### config.mk
export PLATFORM = sky130hd
export DESIGN_NAME = port3_config
export DESIGN_NICKNAME = d
export VERILOG_FILES = /design/src/port3_pkg.sv /design/src/edge_detect.sv /design/src/port3_config.sv
export VERILOG_INCLUDE_DIRS = /design/src
export SDC_FILE = /design/constraint.sdc
export NUM_CORES = 1
export LEC_CHECK = 0
export ABC_AREA = 1
export BUFFER_PORTS_ARGS = -buffer_cell sky130_fd_sc_hd__buf_4
export CAP_MARGIN = 20
export CORE_UTILIZATION = 32
export DETAILED_ROUTE_END_ITERATION = 8
export SYNTH_ARGS = -nofsm -noshare
export SYNTH_HDL_FRONTEND = slang
export SYNTH_HIERARCHICAL = 1
export SYNTH_SLANG_ARGS = --single-unit
### constraint.sdc
create_clock -name clock -period 1.93 [get_ports clock]
set_input_delay 0 -clock clock [delete_from_list [all_inputs] [get_ports clock]]
set_output_delay 0 -clock clock [all_outputs]
set_load 0.05 [all_outputs]
### src/port3_map.svh
// register offsets, reset values and field codes for the port 3 configuration block
`ifndef PORT3_MAP_SVH
`define PORT3_MAP_SVH
`define EDGE_CFG_HIGH_ADDR 8'he8
`define PULLUP_EN_ADDR 8'hec
`define OPEN_DRAIN_ADDR 8'hed
`define PENDING_ADDR 8'he7
`define REG_RESET 8'h00
`define PORT_PIN_MASK 8'h7f
`define EDGE_OFF 2'h0
`define EDGE_FALL 2'h1
`define EDGE_RISE 2'h2
`define EDGE_BOTH 2'h3
`define PIN_MODE_INPUT 2'h0
`define PIN_MODE_OUTPUT 2'h1
`define LINE4_PIN 0
`define LINE5_PIN 1
`define LINE6_PIN 2
`define LINE7_PIN 3
`define PIN_MODE_BITS 2
`define EDGE_FIELD_BITS 2
`define EXT_LINE_COUNT 4
`define PAD_REG_BITS 7
`define PEND_FIELD_LSB 4
`define PEND_LOW_READ 4'h0
`endif

### src/port3_pkg.sv
// types shared by the port 3 configuration block
package port3_pkg;
  typedef logic [1:0] edge_cfg_t;
  typedef logic [7:0] reg_byte_t;
endpackage

### src/edge_detect.sv
// one external interrupt line: edge qualifier and sticky pending bit
`include "port3_map.svh"
module edge_detect (
  // clock and reset
  input wire logic clock,
  input wire logic nrst,
  // configuration
  input wire port3_pkg::edge_cfg_t edge_cfg,
  // pin level, synchronous to clock
  input wire logic pin,
  // software clear of the pending bit
  input wire logic clear,
  // sticky pending flag
  output logic pending
);
  import port3_pkg::*;

  logic pin_prev;
  logic hit;

  always_ff @(posedge clock or negedge nrst) begin
    if (!nrst) begin
      pin_prev <= 1'b0;
    end else begin
      pin_prev <= pin;
    end
  end

  always_comb begin
    case (edge_cfg)
      `EDGE_FALL: hit = pin_prev & ~pin;
      `EDGE_RISE: hit = ~pin_prev & pin;
      `EDGE_BOTH: hit = pin_prev ^ pin;
      default: hit = 1'b0;
    endcase
  end

  // set wins over clear so an edge in the clearing cycle is kept
  always_ff @(posedge clock or negedge nrst) begin
    if (!nrst) begin
      pending <= 1'b0;
    end else if (hit) begin
      pending <= 1'b1;
    end else if (clear) begin
      pending <= 1'b0;
    end
  end
endmodule

### src/port3_config.sv
// port 3 pull-up, output type and high-byte external interrupt configuration
// Function
// - bits 0-6 of pull-up register enable each pin's pull-up when one.
// - pull-up forced off for push-pull outputs and alternative functions.
// - bits 0-6 select push-pull (0) or open-drain (1) per pin.
// - line 7 field 7:6 codes off, falling, rising, both edges.
// - lines 5 and 4 use fields 3:2 and 1:0, same encoding.
// - qualifying edge sets pending bit, request goes low; software writes 0 to clear.
`include "port3_map.svh"
module port3_config #(
  // number of port pins served
  parameter int PIN_COUNT = 7
) (
  // clock and reset
  input wire logic clock,
  input wire logic nrst,
  // register file access, direct register addressing only
  input wire port3_pkg::reg_byte_t reg_addr,
  input wire port3_pkg::reg_byte_t reg_wdata,
  input wire logic reg_write,
  output port3_pkg::reg_byte_t reg_rdata,
  // pin mode from the port 3 control registers, two bits per pin
  input wire logic [`PIN_MODE_BITS*PIN_COUNT-1:0] pin_mode,
  // pin levels, synchronous to clock
  input wire logic [PIN_COUNT-1:0] pin_in,
  // pad controls
  output logic [PIN_COUNT-1:0] pullup_on,
  output logic [PIN_COUNT-1:0] open_drain,
  // interrupt lines 7..4 pending and request
  output logic [`EXT_LINE_COUNT-1:0] line_pending,
  output logic irq_n
);
  import port3_pkg::*;

  // ************
  // parameter checks
  // ************
  // both interrupt bytes hold exactly four lines, so the line count is fixed
  localparam int LINE_COUNT = `EXT_LINE_COUNT;
  localparam reg_byte_t PIN_MASK = reg_byte_t'({PIN_COUNT{1'b1}});

  // bit 7 of the pad registers is reserved
  if (PIN_COUNT > `PAD_REG_BITS) begin : g_pins_above_reg
    $error("port3_config: PIN_COUNT exceeds the pad register width");
  end

  // lines 7..4 sit on the low pins
  if (PIN_COUNT <= `LINE7_PIN) begin : g_pins_below_lines
    $error("port3_config: PIN_COUNT leaves interrupt lines without pins");
  end

  if (`EDGE_FIELD_BITS * LINE_COUNT != $bits(reg_byte_t)) begin : g_fields_fill_byte
    $error("port3_config: edge fields do not fill the configuration byte");
  end

  // ************
  // helpers
  // ************
  // one address compare shared by every register and by the clear strobe
  function automatic logic write_hit(input logic wr, input reg_byte_t addr,
                                     input reg_byte_t target);
    return wr && (addr == target);
  endfunction

  // mode field of one pin
  function automatic logic [`PIN_MODE_BITS-1:0] mode_of(
      input logic [`PIN_MODE_BITS*PIN_COUNT-1:0] modes, input int pin);
    return modes[`PIN_MODE_BITS*pin +: `PIN_MODE_BITS];
  endfunction

  // inputs and open-drain outputs keep the pull-up, push-pull and alternatives do not
  function automatic logic pullup_allowed(input logic [`PIN_MODE_BITS-1:0] mode,
                                          input logic drain_sel);
    case (mode)
      `PIN_MODE_INPUT: return 1'b1;
      `PIN_MODE_OUTPUT: return drain_sel;
      default: return 1'b0;
    endcase
  endfunction

  // edge configuration field of one line
  function automatic edge_cfg_t edge_field(input reg_byte_t cfg, input int idx);
    return cfg[`EDGE_FIELD_BITS*idx +: `EDGE_FIELD_BITS];
  endfunction

  // pin that carries each external interrupt line
  function automatic int line_pin_index(input int idx);
    case (idx)
      0: return `LINE4_PIN;
      1: return `LINE5_PIN;
      2: return `LINE6_PIN;
      default: return `LINE7_PIN;
    endcase
  endfunction

  reg_byte_t ext_int_edge_config_high;
  reg_byte_t port3_pullup_enable;
  reg_byte_t port3_open_drain_select;
  reg_byte_t pending_view;
  logic wr_edge_cfg;
  logic wr_pullup;
  logic wr_open_drain;
  logic wr_pending;
  logic [LINE_COUNT-1:0] pend_clear;
  logic [LINE_COUNT-1:0] line_pin;
  logic [PIN_COUNT-1:0] next_pullup_on;

  // ************
  // write decode
  // ************
  // only direct register writes reach these, so a plain address match suffices
  assign wr_edge_cfg = write_hit(reg_write, reg_addr, `EDGE_CFG_HIGH_ADDR);
  assign wr_pullup = write_hit(reg_write, reg_addr, `PULLUP_EN_ADDR);
  assign wr_open_drain = write_hit(reg_write, reg_addr, `OPEN_DRAIN_ADDR);
  assign wr_pending = write_hit(reg_write, reg_addr, `PENDING_ADDR);

  // ************
  // registers
  // ************
  always_ff @(posedge clock or negedge nrst) begin
    if (!nrst) begin
      ext_int_edge_config_high <= `REG_RESET;
    end else if (wr_edge_cfg) begin
      ext_int_edge_config_high <= reg_wdata;
    end
  end

  // reserved bit 7 and unserved pins never store a one
  always_ff @(posedge clock or negedge nrst) begin
    if (!nrst) begin
      port3_pullup_enable <= `REG_RESET;
    end else if (wr_pullup) begin
      port3_pullup_enable <= reg_wdata & PIN_MASK;
    end
  end

  always_ff @(posedge clock or negedge nrst) begin
    if (!nrst) begin
      port3_open_drain_select <= `REG_RESET;
    end else if (wr_open_drain) begin
      port3_open_drain_select <= reg_wdata & PIN_MASK;
    end
  end

  // ************
  // pending clear and read back
  // ************
  // writing 0 to a pending bit clears it, writing 1 leaves it
  always_comb begin
    pend_clear = '0;
    if (wr_pending) begin
      pend_clear = ~reg_wdata[`PEND_FIELD_LSB +: LINE_COUNT];
    end
  end

  // lines 7..4 sit in the upper half, the lower half belongs to other lines
  assign pending_view = {line_pending, `PEND_LOW_READ};

  // unmapped addresses read 0
  always_comb begin
    case (reg_addr)
      `EDGE_CFG_HIGH_ADDR: reg_rdata = ext_int_edge_config_high;
      `PULLUP_EN_ADDR: reg_rdata = port3_pullup_enable;
      `OPEN_DRAIN_ADDR: reg_rdata = port3_open_drain_select;
      `PENDING_ADDR: reg_rdata = pending_view;
      default: reg_rdata = `REG_RESET;
    endcase
  end

  // ************
  // pad controls
  // ************
  // an open-drain output still needs the pull-up for its high level
  always_comb begin
    next_pullup_on = '0;
    for (int i = 0; i < PIN_COUNT; i++) begin
      next_pullup_on[i] = port3_pullup_enable[i] &&
                          pullup_allowed(mode_of(pin_mode, i),
                                         port3_open_drain_select[i]);
    end
  end

  // registered, so the pad sees one settled value per cycle
  always_ff @(posedge clock or negedge nrst) begin
    if (!nrst) begin
      pullup_on <= '0;
    end else begin
      pullup_on <= next_pullup_on;
    end
  end

  always_ff @(posedge clock or negedge nrst) begin
    if (!nrst) begin
      open_drain <= '0;
    end else begin
      open_drain <= port3_open_drain_select[PIN_COUNT-1:0];
    end
  end

  // ************
  // external interrupts
  // ************
  always_comb begin
    line_pin = '0;
    for (int k = 0; k < LINE_COUNT; k++) begin
      line_pin[k] = pin_in[line_pin_index(k)];
    end
  end

  for (genvar k = 0; k < LINE_COUNT; k++) begin : g_line
    edge_detect edge_detect_inst (
      .clock(clock),
      .nrst(nrst),
      .edge_cfg(edge_field(ext_int_edge_config_high, k)),
      .pin(line_pin[k]),
      .clear(pend_clear[k]),
      .pending(line_pending[k])
    );
  end

  // ************
  // interrupt request
  // ************
  // request is active low while any line is pending
  assign irq_n = ~|line_pending;
endmodule

[Yosys cells after proc, flatten, opt, wreduce, memory -nomap -nowiden]
Index checks and enable logic that the tools add are counted.
Word-level totals
  flip-flop bits (word level): 44
  bits of input ports: 40
  output and inout bits: 27
  word-level logic and storage cells: 102
Cells by class
  reduce and logical (&&, ||, !) cells: 24
  equal/unequal tests: 23
  mux-type cells: 21
  bitwise operators: 21
Operators with widths (count)
  8-bit == test (second input constant): 4
  8-bit case mux with 4 select lines: 1
  2-bit by 1-bit == test with 1-bit output (second input constant): 11
  2-bit == test (second input constant): 8
  2-bit zero test: 7
  1-bit case mux with 2 select lines: 7
  1-bit case mux with 3 select lines: 4
  1-bit logical AND: 11
  1-bit bitwise AND: 8
  1-bit 2-to-1 mux: 8
  1-bit NOT: 8
  2-bit nonzero test: 4
  4-bit 2-to-1 mux: 1
  4-bit NOT: 1
  4-bit OR reduction: 1
  1-bit bitwise XOR: 4
  1-bit zero test: 1

[Depth between registers and ports, before layout]
Gate-level depths: netlist of run 1.
  depth in word-level cells: 5
  depth in mapped cells: 12
  mapped depth without buffers: 10

[Hierarchy]
The synthesis of run 1 kept the hierarchy.
By module, submodules not included
  port3_config: instances 1, area each 1762.9 µm², cells each 189, seq. area each 900.9 µm²
  edge_detect: instances 4, area each 130.1 µm², cells each 18, seq. area each 50.0 µm²

[Worst setup path before layout of run 1]
No wires, ideal clock.
  path type: register -> output
  from: register g_line[2].edge_detect_inst.pending
  to: output irq_n
  data arrival time: 2.177 ns
  buffers on the path: 0
  slack: -0.247 ns
  cell stages (with the launch flop): 2
  data required time: 1.930 ns
  cells stage by stage: dfrtp_1 nor4_1
On the way
  word-level cells in the longest chain between the ends: 2
RTL lines
  from (decl): RTL line edge_detect.sv:14  | output logic pending
  from (signal assigned): RTL line edge_detect.sv:41  | pending <= 1'b0;
  from (signal assigned): RTL line edge_detect.sv:43  | pending <= 1'b1;
  from (signal assigned): RTL line edge_detect.sv:45  | pending <= 1'b0;
  4-bit OR reduction: RTL line port3_config.sv:225  | assign irq_n = ~|line_pending;
  1-bit zero test: RTL line port3_config.sv:225
  to (decl): RTL line port3_config.sv:31  | output logic irq_n
Every way passes these cells.

[Worst setup path after layout of run 1]
  from: input reg_addr[4]
  to: output reg_rdata[5]
On the way
  word-level cells in the longest chain between the ends: 2
  elaborated cells between the ends (all ways): 5
  those cells by class: eq/ne: 4; mux: 1
RTL lines
  from (decl): RTL line port3_config.sv:18  | input wire port3_pkg::reg_byte_t reg_addr,
  8-bit == test: RTL line port3_config.sv:161  | case (reg_addr)
  8-bit case mux with 4 select lines (*): RTL line port3_config.sv:161
  to (decl): RTL line port3_config.sv:21  | output port3_pkg::reg_byte_t reg_rdata,
Every way passes the cells marked *; elsewhere a longest branch is shown, timed or not.

==> out/results.tsv, run 1 <==
stage	metric	value	unit
routing	num_vias	1832	
timing	skew	0.00417	ns
cts	clock_path_buffers	2	
layout	drive_gt1_frac	0.314	
synth	synth-edff-count	0	
synth	synthCells	261	
timing	rsz0062_at_grt	no	
run	drv_cap	0	
layout	diodes	0	
floorplan	core	6830	um^2
power_and_ir_drop	fin_total_pwr	2.21	mW
global_route	grt-ovfl-total	0	
cts	cts_sinks	44	
critical_path	crit_chain	buf_4 -> inv_1 -> nand2_1 -> nor2_4 -> buf_12 -> nand3_1 -> nand2_1 -> inv_1 -> nand2_1 -> buf_4	
hold_path	hold_class	input pin to register	
timing	worst_slew_pin_slew	0.561	ns
layout	design_area	3080	um^2
timing	finalMaxSlewViolations	0	
synth	yosys_warnings	6	
routing	wl_per_cell	10.4	um
power_and_ir_drop	ir_drop	437	uV
global_route	grt_use_met1	0.185	
layout	syn_to_final_growth	34.7	%
layout	finalNetCount	388	
synth	synth-main-ff-cell	dfrtp_1	
placed_design	place_area	2840	um^2
routing	dr.pass1.iters	4	
cts	cts_root_buffer	clkbuf_8	
timing	fin_crit_sh	0.672	
routing	totalWireLength	4.56	mm
placed_design	dp_slack	0.622	ns
critical_path	crit_type	input pin to output pin	
floorplan	start_util	0.334	
synth	synth_area	2280	um^2
timing	clock.fmax	0.771	GHz
timing	finalCriticalPeriod	1.30	ns
timing	relSlewSlack	0.626	
synth	synth_fp_nets	309	
critical_path	critPathCaptureType	output pin	
synth	synth.most_common_cell	nand2_1	
synth	synthTopCellsByArea	dfrtp_1 (48%), nand2_1 (9.5%), inv_1 (8.9%)	
synth	async_reset_ff_frac	1.00	
layout	ff_latch_area	1100	um^2
critical_path	crit_path_max_fanout	16	
floorplan	die_area	7480	um^2
critical_path	crit_buf_inv	5	
power_and_ir_drop	p_leak	1.61	nW
timing	setup_tns	0	ns
cts	cts_tree	done	
layout	fillerInstances	683	
synth	synth_common_cells	nand2_1 (58), inv_1 (54), dfrtp_1 (44)	
critical_path	cp_slowest_cell	nor2_4	
cts	htree_levels	2	
critical_path	cp_slowest_stage_delay	0.40	ns
critical_path	critPathLaunchType	input pin	
synth	synth_cell_types	16	
status	status	complete, no violations	
placed_design	place.gp.congestion	0.817	
layout	final_util	0.450	
floorplan	rows	30	
power_and_ir_drop	power_per_cell_area	719	nW/um^2
global_route	grt_pass1_vias	1694	
floorplan	ioPinCount	67	
timing	timing.final.ws_setup	0.632	ns
placed_design	dpl.hpwl	3.51	mm
layout	multi_input_area	922	um^2
critical_path	worst_path_dominant_cell_family	simple AND/OR/NAND/NOR gates	
routing	drtIter0Drc	97	
layout	fin_cells	437	
placed_design	port_buffers	63	
global_route	top_usage_layer	met2	
timing	setup_viol	0	
cts	clock_latency	0.29	ns
synth	synth-seq-area-share	0.482	
cts	cts_made_buffers	5	
cts	clkTransAtPathRegs	0.08	ns
cts	cts_setup_buffers	0	
critical_path	required	1.93	ns
global_route	grt_usage	0.131	
critical_path	path_common_cell	nand2_1	
critical_path	arrival	1.30	ns
routing	vias_per_cell	4.19	
synth	synth_top_area_frac	0.482	
floorplan	die_x	86.5	um
floorplan	die_y	86.5	um
timing	whs	0.00732	ns
global_route	antenna_found_initial	0	
global_route	grtUsageMet2	0.201	
routing	drc_errors	0	
global_route	gr-usage-met3	0.0314	
placed_design	dp.cells	415	
routing	ant_nets	0	
synth	ys_ff_latch	44	
synth	synth_area_leader_cell	dfrtp_1	
synth	avgSynthCellArea	8.75	um^2
timing	finalHoldViolCount	0	
global_route	grt_pass1_wl	7.64	mm
global_route	grt_start_max_net_pins	45	
[cell families after synthesis]
family	Yosys count	synth area share
buffers and inverters	60	0.117
AND/OR/NAND/NOR	120	0.258
flip-flops	44	0.482
AO/OA/AOI/OAI	29	0.0997
adder cells (fa/ha/maj)	8	0.0438
[routing by layer]
| layer | share of wire | vias to the layer above |
|---|---|---|
| met2 | 0.44 | 43 |
| met5 | 0 | - |
| met3 | 0.048 | 4 |
| met1 | 0.50 | 816 |
| met4 | 0.0075 | 0 |
| li1 | - | 969 |
[final timing paths]
| path | cells past startpoint | slack, ns | start | endpoint |
|---|---|---|---|---|
| max | 10 | 0.63 | reg_addr[4] | reg_rdata[5] |
| min | 4 | 0.007 | pin_mode[0] | pullup_on[0] |
| max reg2reg | 4 | 0.99 | g_line[2].edge_detect_inst/pin_prev | g_line[2].edge_detect_inst/pending |
| min reg2reg | 0 | 0.42 | port3_open_drain_select[2] | open_drain[2] |
| max in group asynchronous | 2 | 1.30 | nrst | port3_pullup_enable[4] |
| min in group asynchronous | 2 | 0.24 | nrst | g_line[0].edge_detect_inst/pin_prev |
[timing repair]
action                                 in CTS  in global routing
hold buffers                               13                  1
resized for setup                           0                  0
endpoints found under the hold margin      56                  1
[state kept, by name, indices dropped and copies added, names as in the netlist]
name / flops
pullup_on: 7
g_line.edge_detect_inst/pin_prev: 4
port3_pullup_enable: 7
g_line.edge_detect_inst/pending: 4
port3_open_drain_select: 7
open_drain: 7
ext_int_edge_config_high: 8
[tightest hold or removal path: stages]
cell and delay (ns):
buf_4 0.07, inv_1 0.03, o21ai_0 0.13, nor2_1 0.04
[layout make-up]
class / count / area share
clock buffers: 6 / 0.0268
inverters: 54 / 0.0659
flip-flops and latches: 44 / 0.358
well taps: 96 / 0.0390
repair buffers: 78 / 0.206
clock inverters: 2 / 0.00488
multi-input cells: 157 / 0.300
[cell usage in the layout (no fill, tap or decap), drive strengths merged]
cell / n
nor4: 1
inv: 54
dfrtp: 44
clkinvlp: 2
nand3: 40
nor2: 16
nand2: 62
clkbuf: 6
buf: 64
and2: 1
dlygate4sd3: 14
o21ai: 29
ha: 8
[report_power, final]
part	switching [mW]	leakage (nW)	internal [mW]
Combinational	0.339	0.972	0.196
Sequential	0.0810	0.592	0.991
Clock	0.316	0.0434	0.290
Total	0.735	1.61	1.48
Power figures use the tool's default switching activity.
==> inputs of run 2 (changes only) <==
--- a/config.mk
+++ b/config.mk
@@ -6,7 +6,7 @@
 export SDC_FILE = /design/constraint.sdc
 export NUM_CORES = 1
 export LEC_CHECK = 0
-export ABC_AREA = 1
+export ABC_AREA = 0
 export BUFFER_PORTS_ARGS = -buffer_cell sky130_fd_sc_hd__buf_4
 export CAP_MARGIN = 20
 export CORE_UTILIZATION = 32
==> constraint.sdc (replaced) <==
create_clock -name clock -period 1.3 [get_ports clock]
set_input_delay 0 -clock clock [delete_from_list [all_inputs] [get_ports clock]]
set_output_delay 0 -clock clock [all_outputs]
set_load 0.05 [all_outputs]
==> run 2 against run 1 <==
- the flow now finishes with violations (negative hold slack, negative setup slack)
- die area decreased by 8.1%
- sequential cell count unchanged
- largest cell class unchanged
- routed wire length increased by 12%
- register-to-register slack got worse by 0.93 ns
- hold slack got worse by 0.022 ns
- sequential share of layout area decreased by 2.5 points
- sequential power increased by 37%
- utilization increased by 7.1 points
- largest power group unchanged
==> out/results.tsv, run 2 <==
stage	metric	value	unit
synth	synthSimpleGateAreaFrac	0.161	
floorplan	die_x	82.9	um
timing	finalMaxSlewViolations	0	
timing	rsz0062_at_grt	yes	
global_route	grt-ovfl-total	0	
placed_design	dp.cells	323	
power_and_ir_drop	ir_drop	576	uV
layout	layout_common_cells	buf_4 (83), dfrtp_1 (43), dlygate4sd3_1 (25)	
routing	drtIter0Drc	62	
timing	setup_viol	3	
layout	finalNetCount	338	
floorplan	die_area	6870	um^2
timing	worst_slew_pin_slew	0.574	ns
synth	synth-compound-area-share	0.0597	
cts	htree_levels	2	
global_route	grtUsageMet2	0.231	
synth	async_reset_ff_frac	1.00	
floorplan	core	6350	um^2
synth	synth_fp_nets	220	
timing	timing.final.ws_setup	-0.0603	ns
timing	clock.fmax	0.735	GHz
timing	skew	0.00618	ns
synth	synthTopCellsByArea	dfrtp_1 (53%), mux2_2 (7.5%), mux2_4 (5.7%)	
critical_path	required	1.30	ns
status	status	complete, but fails checks	
synth	ys_ff_latch	44	
cts	clkTransAtPathRegs	0.07	ns
critical_path	critPathLaunchType	register	
routing	ant_nets	0	
floorplan	ioPinCount	67	
cts	cts_sinks	44	
timing	whs	-0.0144	ns
placed_design	port_buffers	63	
synth	synthCells	172	
hold_path	hold_class	input pin to register	
synth	synth-edff-count	0	
synth	synth_common_cells	dfrtp_1 (44), nor2b_1 (15), inv_1 (14), mux2_2 (14), nor2_1 (10)	
floorplan	die_y	82.9	um
cts	cts_tree	done	
routing	drc_errors	0	
synth	synth-seq-area-share	0.526	
synth	synth_top_family_by_area	multiplexers	
synth	synth_top_area_frac	0.526	
routing	totalWireLength	5.08	mm
global_route	grt_pass1_wl	8.36	mm
global_route	grt_pass1_vias	1675	
layout	drive_gt1_frac	0.457	
global_route	antenna_found_initial	0	
routing	dr.pass1.iters	6	
synth	synth.most_common_cell	dfrtp_1	
layout	fin_cells	368	
power_and_ir_drop	p_leak	1.67	nW
placed_design	place.gp.congestion	0.768	
floorplan	start_util	0.330	
status	violations	negative hold slack, negative setup slack	
critical_path	critPathCaptureType	output pin	
synth	synth_area_leader_cell	dfrtp_1	
synth	synth_cell_types	29	
cts	clock_latency	0.29	ns
synth	yosys_warnings	6	
timing	finalCriticalPeriod	1.36	ns
power_and_ir_drop	fin_total_pwr	2.85	mW
placed_design	dpl.hpwl	3.61	mm
synth	avgSynthCellArea	12.2	um^2
cts	cts_root_buffer	clkbuf_8	
critical_path	crit_path_max_fanout	2	
global_route	top_usage_layer	met2	
cts	cts_made_buffers	5	
synth	synthMuxAreaShare	0.166	
synth	synth_area	2090	um^2
layout	largest_reg_flops	8	
global_route	grt_use_met1	0.222	
layout	layout_commonest_cell	buf_4	
global_route	grt_usage	0.155	
run	drv_cap	0	
cts	clock_path_buffers	2	
critical_path	arrival	1.36	ns
synth	synth-main-ff-cell	dfrtp_1	
layout	syn_to_final_growth	58.2	%
synth	synth_xor_area_frac	0	
timing	fin_crit_sh	1.05	
routing	wl_per_cell	13.8	um
timing	relSlewSlack	0.617	
global_route	grt_start_max_net_pins	45	
power_and_ir_drop	power_per_cell_area	859	nW/um^2
synth	synth_fa_ha_area_frac	0.0478	
layout	diodes	0	
global_route	gr-usage-met3	0.0388	
critical_path	crit_type	register to output pin	
layout	max_flop_register	ext_int_edge_config_high	
floorplan	rows	29	
routing	num_vias	1696	
routing	vias_per_cell	4.61	
timing	finalHoldViolCount	2	
[run 2: cell types whose count changed in the layout (fill, tap and decap cells not counted), moves of 6 or more]
cell	delta
buf_6	+8
mux2_2	+8
nor3b_1	+6
mux2i_1	+7
dlygate4sd3_1	+11
nand3_1	-32
o21ai_0	-7
o21ai_2	-22
nand2_1	-53
nor2_1	-6
nor2b_1	+14
inv_1	-40
buf_4	+20
mux2_4	+14
[run 2: logic make-up (layout without fill, tap and decap cells)]
| kind of cell | after synthesis | in the layout |
|---|---|---|
| simple gates | 55 | 55 |
| flops | 44 | 44 |
| mux | 29 | 29 |
| buf+inv | 20 | 139 |
| compound gates | 16 | 16 |
| fa+ha+maj | 8 | 8 |
[run 2: power by group]
group	total (mW)	switching (mW)	internal, mW
registers	1.47	0.0464	1.43
logic	0.496	0.229	0.267
clock network	0.879	0.445	0.434
[run 2: worst paths after layout]
| kind | endpoint | cells past startpoint | slack, ns | from |
|---|---|---|---|---|
| max in group asynchronous | g_line[1].edge_detect_inst/pending | 2 | 0.64 | nrst |
| min in group asynchronous | pullup_on[1] | 2 | 0.24 | nrst |
| worst max-delay path | reg_rdata[6] | 4 | -0.06 | port3_pullup_enable[6] |
| worst min-delay path | pullup_on[1] | 3 | -0.01 | pin_mode[2] |
| worst min register to register | open_drain[0] | 0 | 0.43 | port3_open_drain_select[0] |
| worst max register to register | pullup_on[2] | 3 | 0.06 | port3_open_drain_select[2] |
[run 2: layout make-up]
| type | instances | area, um^2 |
|---|---|---|
| inverter | 14 | 52.6 |
| fill | 578 | 3040 |
| clock buffer | 8 | 90.1 |
| sequential | 44 | 1100 |
| timing repair buffer | 117 | 978 |
| tap | 77 | 96.3 |
| multi-input combinational | 108 | 993 |
[run 2: repair_timing]
item | 4_1_cts | 5_1_grt
resized for setup | 9 | 7
pin swaps | 1 | 5
endpoints found under the setup margin | 9 | 20
setup buffers | 10 | 2
hold endpoints to repair | 77 | 2
hold buffers | 26 | 2
[run 2: per-layer routing]
| metal | part of all wire | up-vias | wire (um) |
|---|---|---|---|
| met3 | 0.043 | 6 | 219 |
| met1 | 0.49 | 813 | 2500 |
| met2 | 0.45 | 42 | 2290 |
| met4 | 0.013 | 0 | 68 |
| li1 | - | 835 | - |
| met5 | 0 | - | 0 |
[run 2: through the flow]
step | area, um^2 | setup WS, ns | TNS [ns] | util | hold slack, ns
after floorplan | 2160 | -0.184 | -2.10 | - | -0.296
after global placement | 2830 | -0.262 | -5.53 | 0.445 | 0.0325
after detailed placement | 2830 | -0.288 | -6.52 | 0.445 | 0.0391
after CTS | 3290 | -0.0692 | -0.161 | 0.517 | 0.00102
after global routing | 3310 | -0.113 | -0.332 | 0.522 | -0.000520
final | 3310 | -0.0603 | -0.111 | 0.522 | -0.0144
[run 2: worst max-delay path: stages (launching register included)]
cell and delay, ns:
dfrtp_1 0.41, mux2i_1 0.16, nor3_1 0.06, a221o_1 0.28, buf_6 0.16
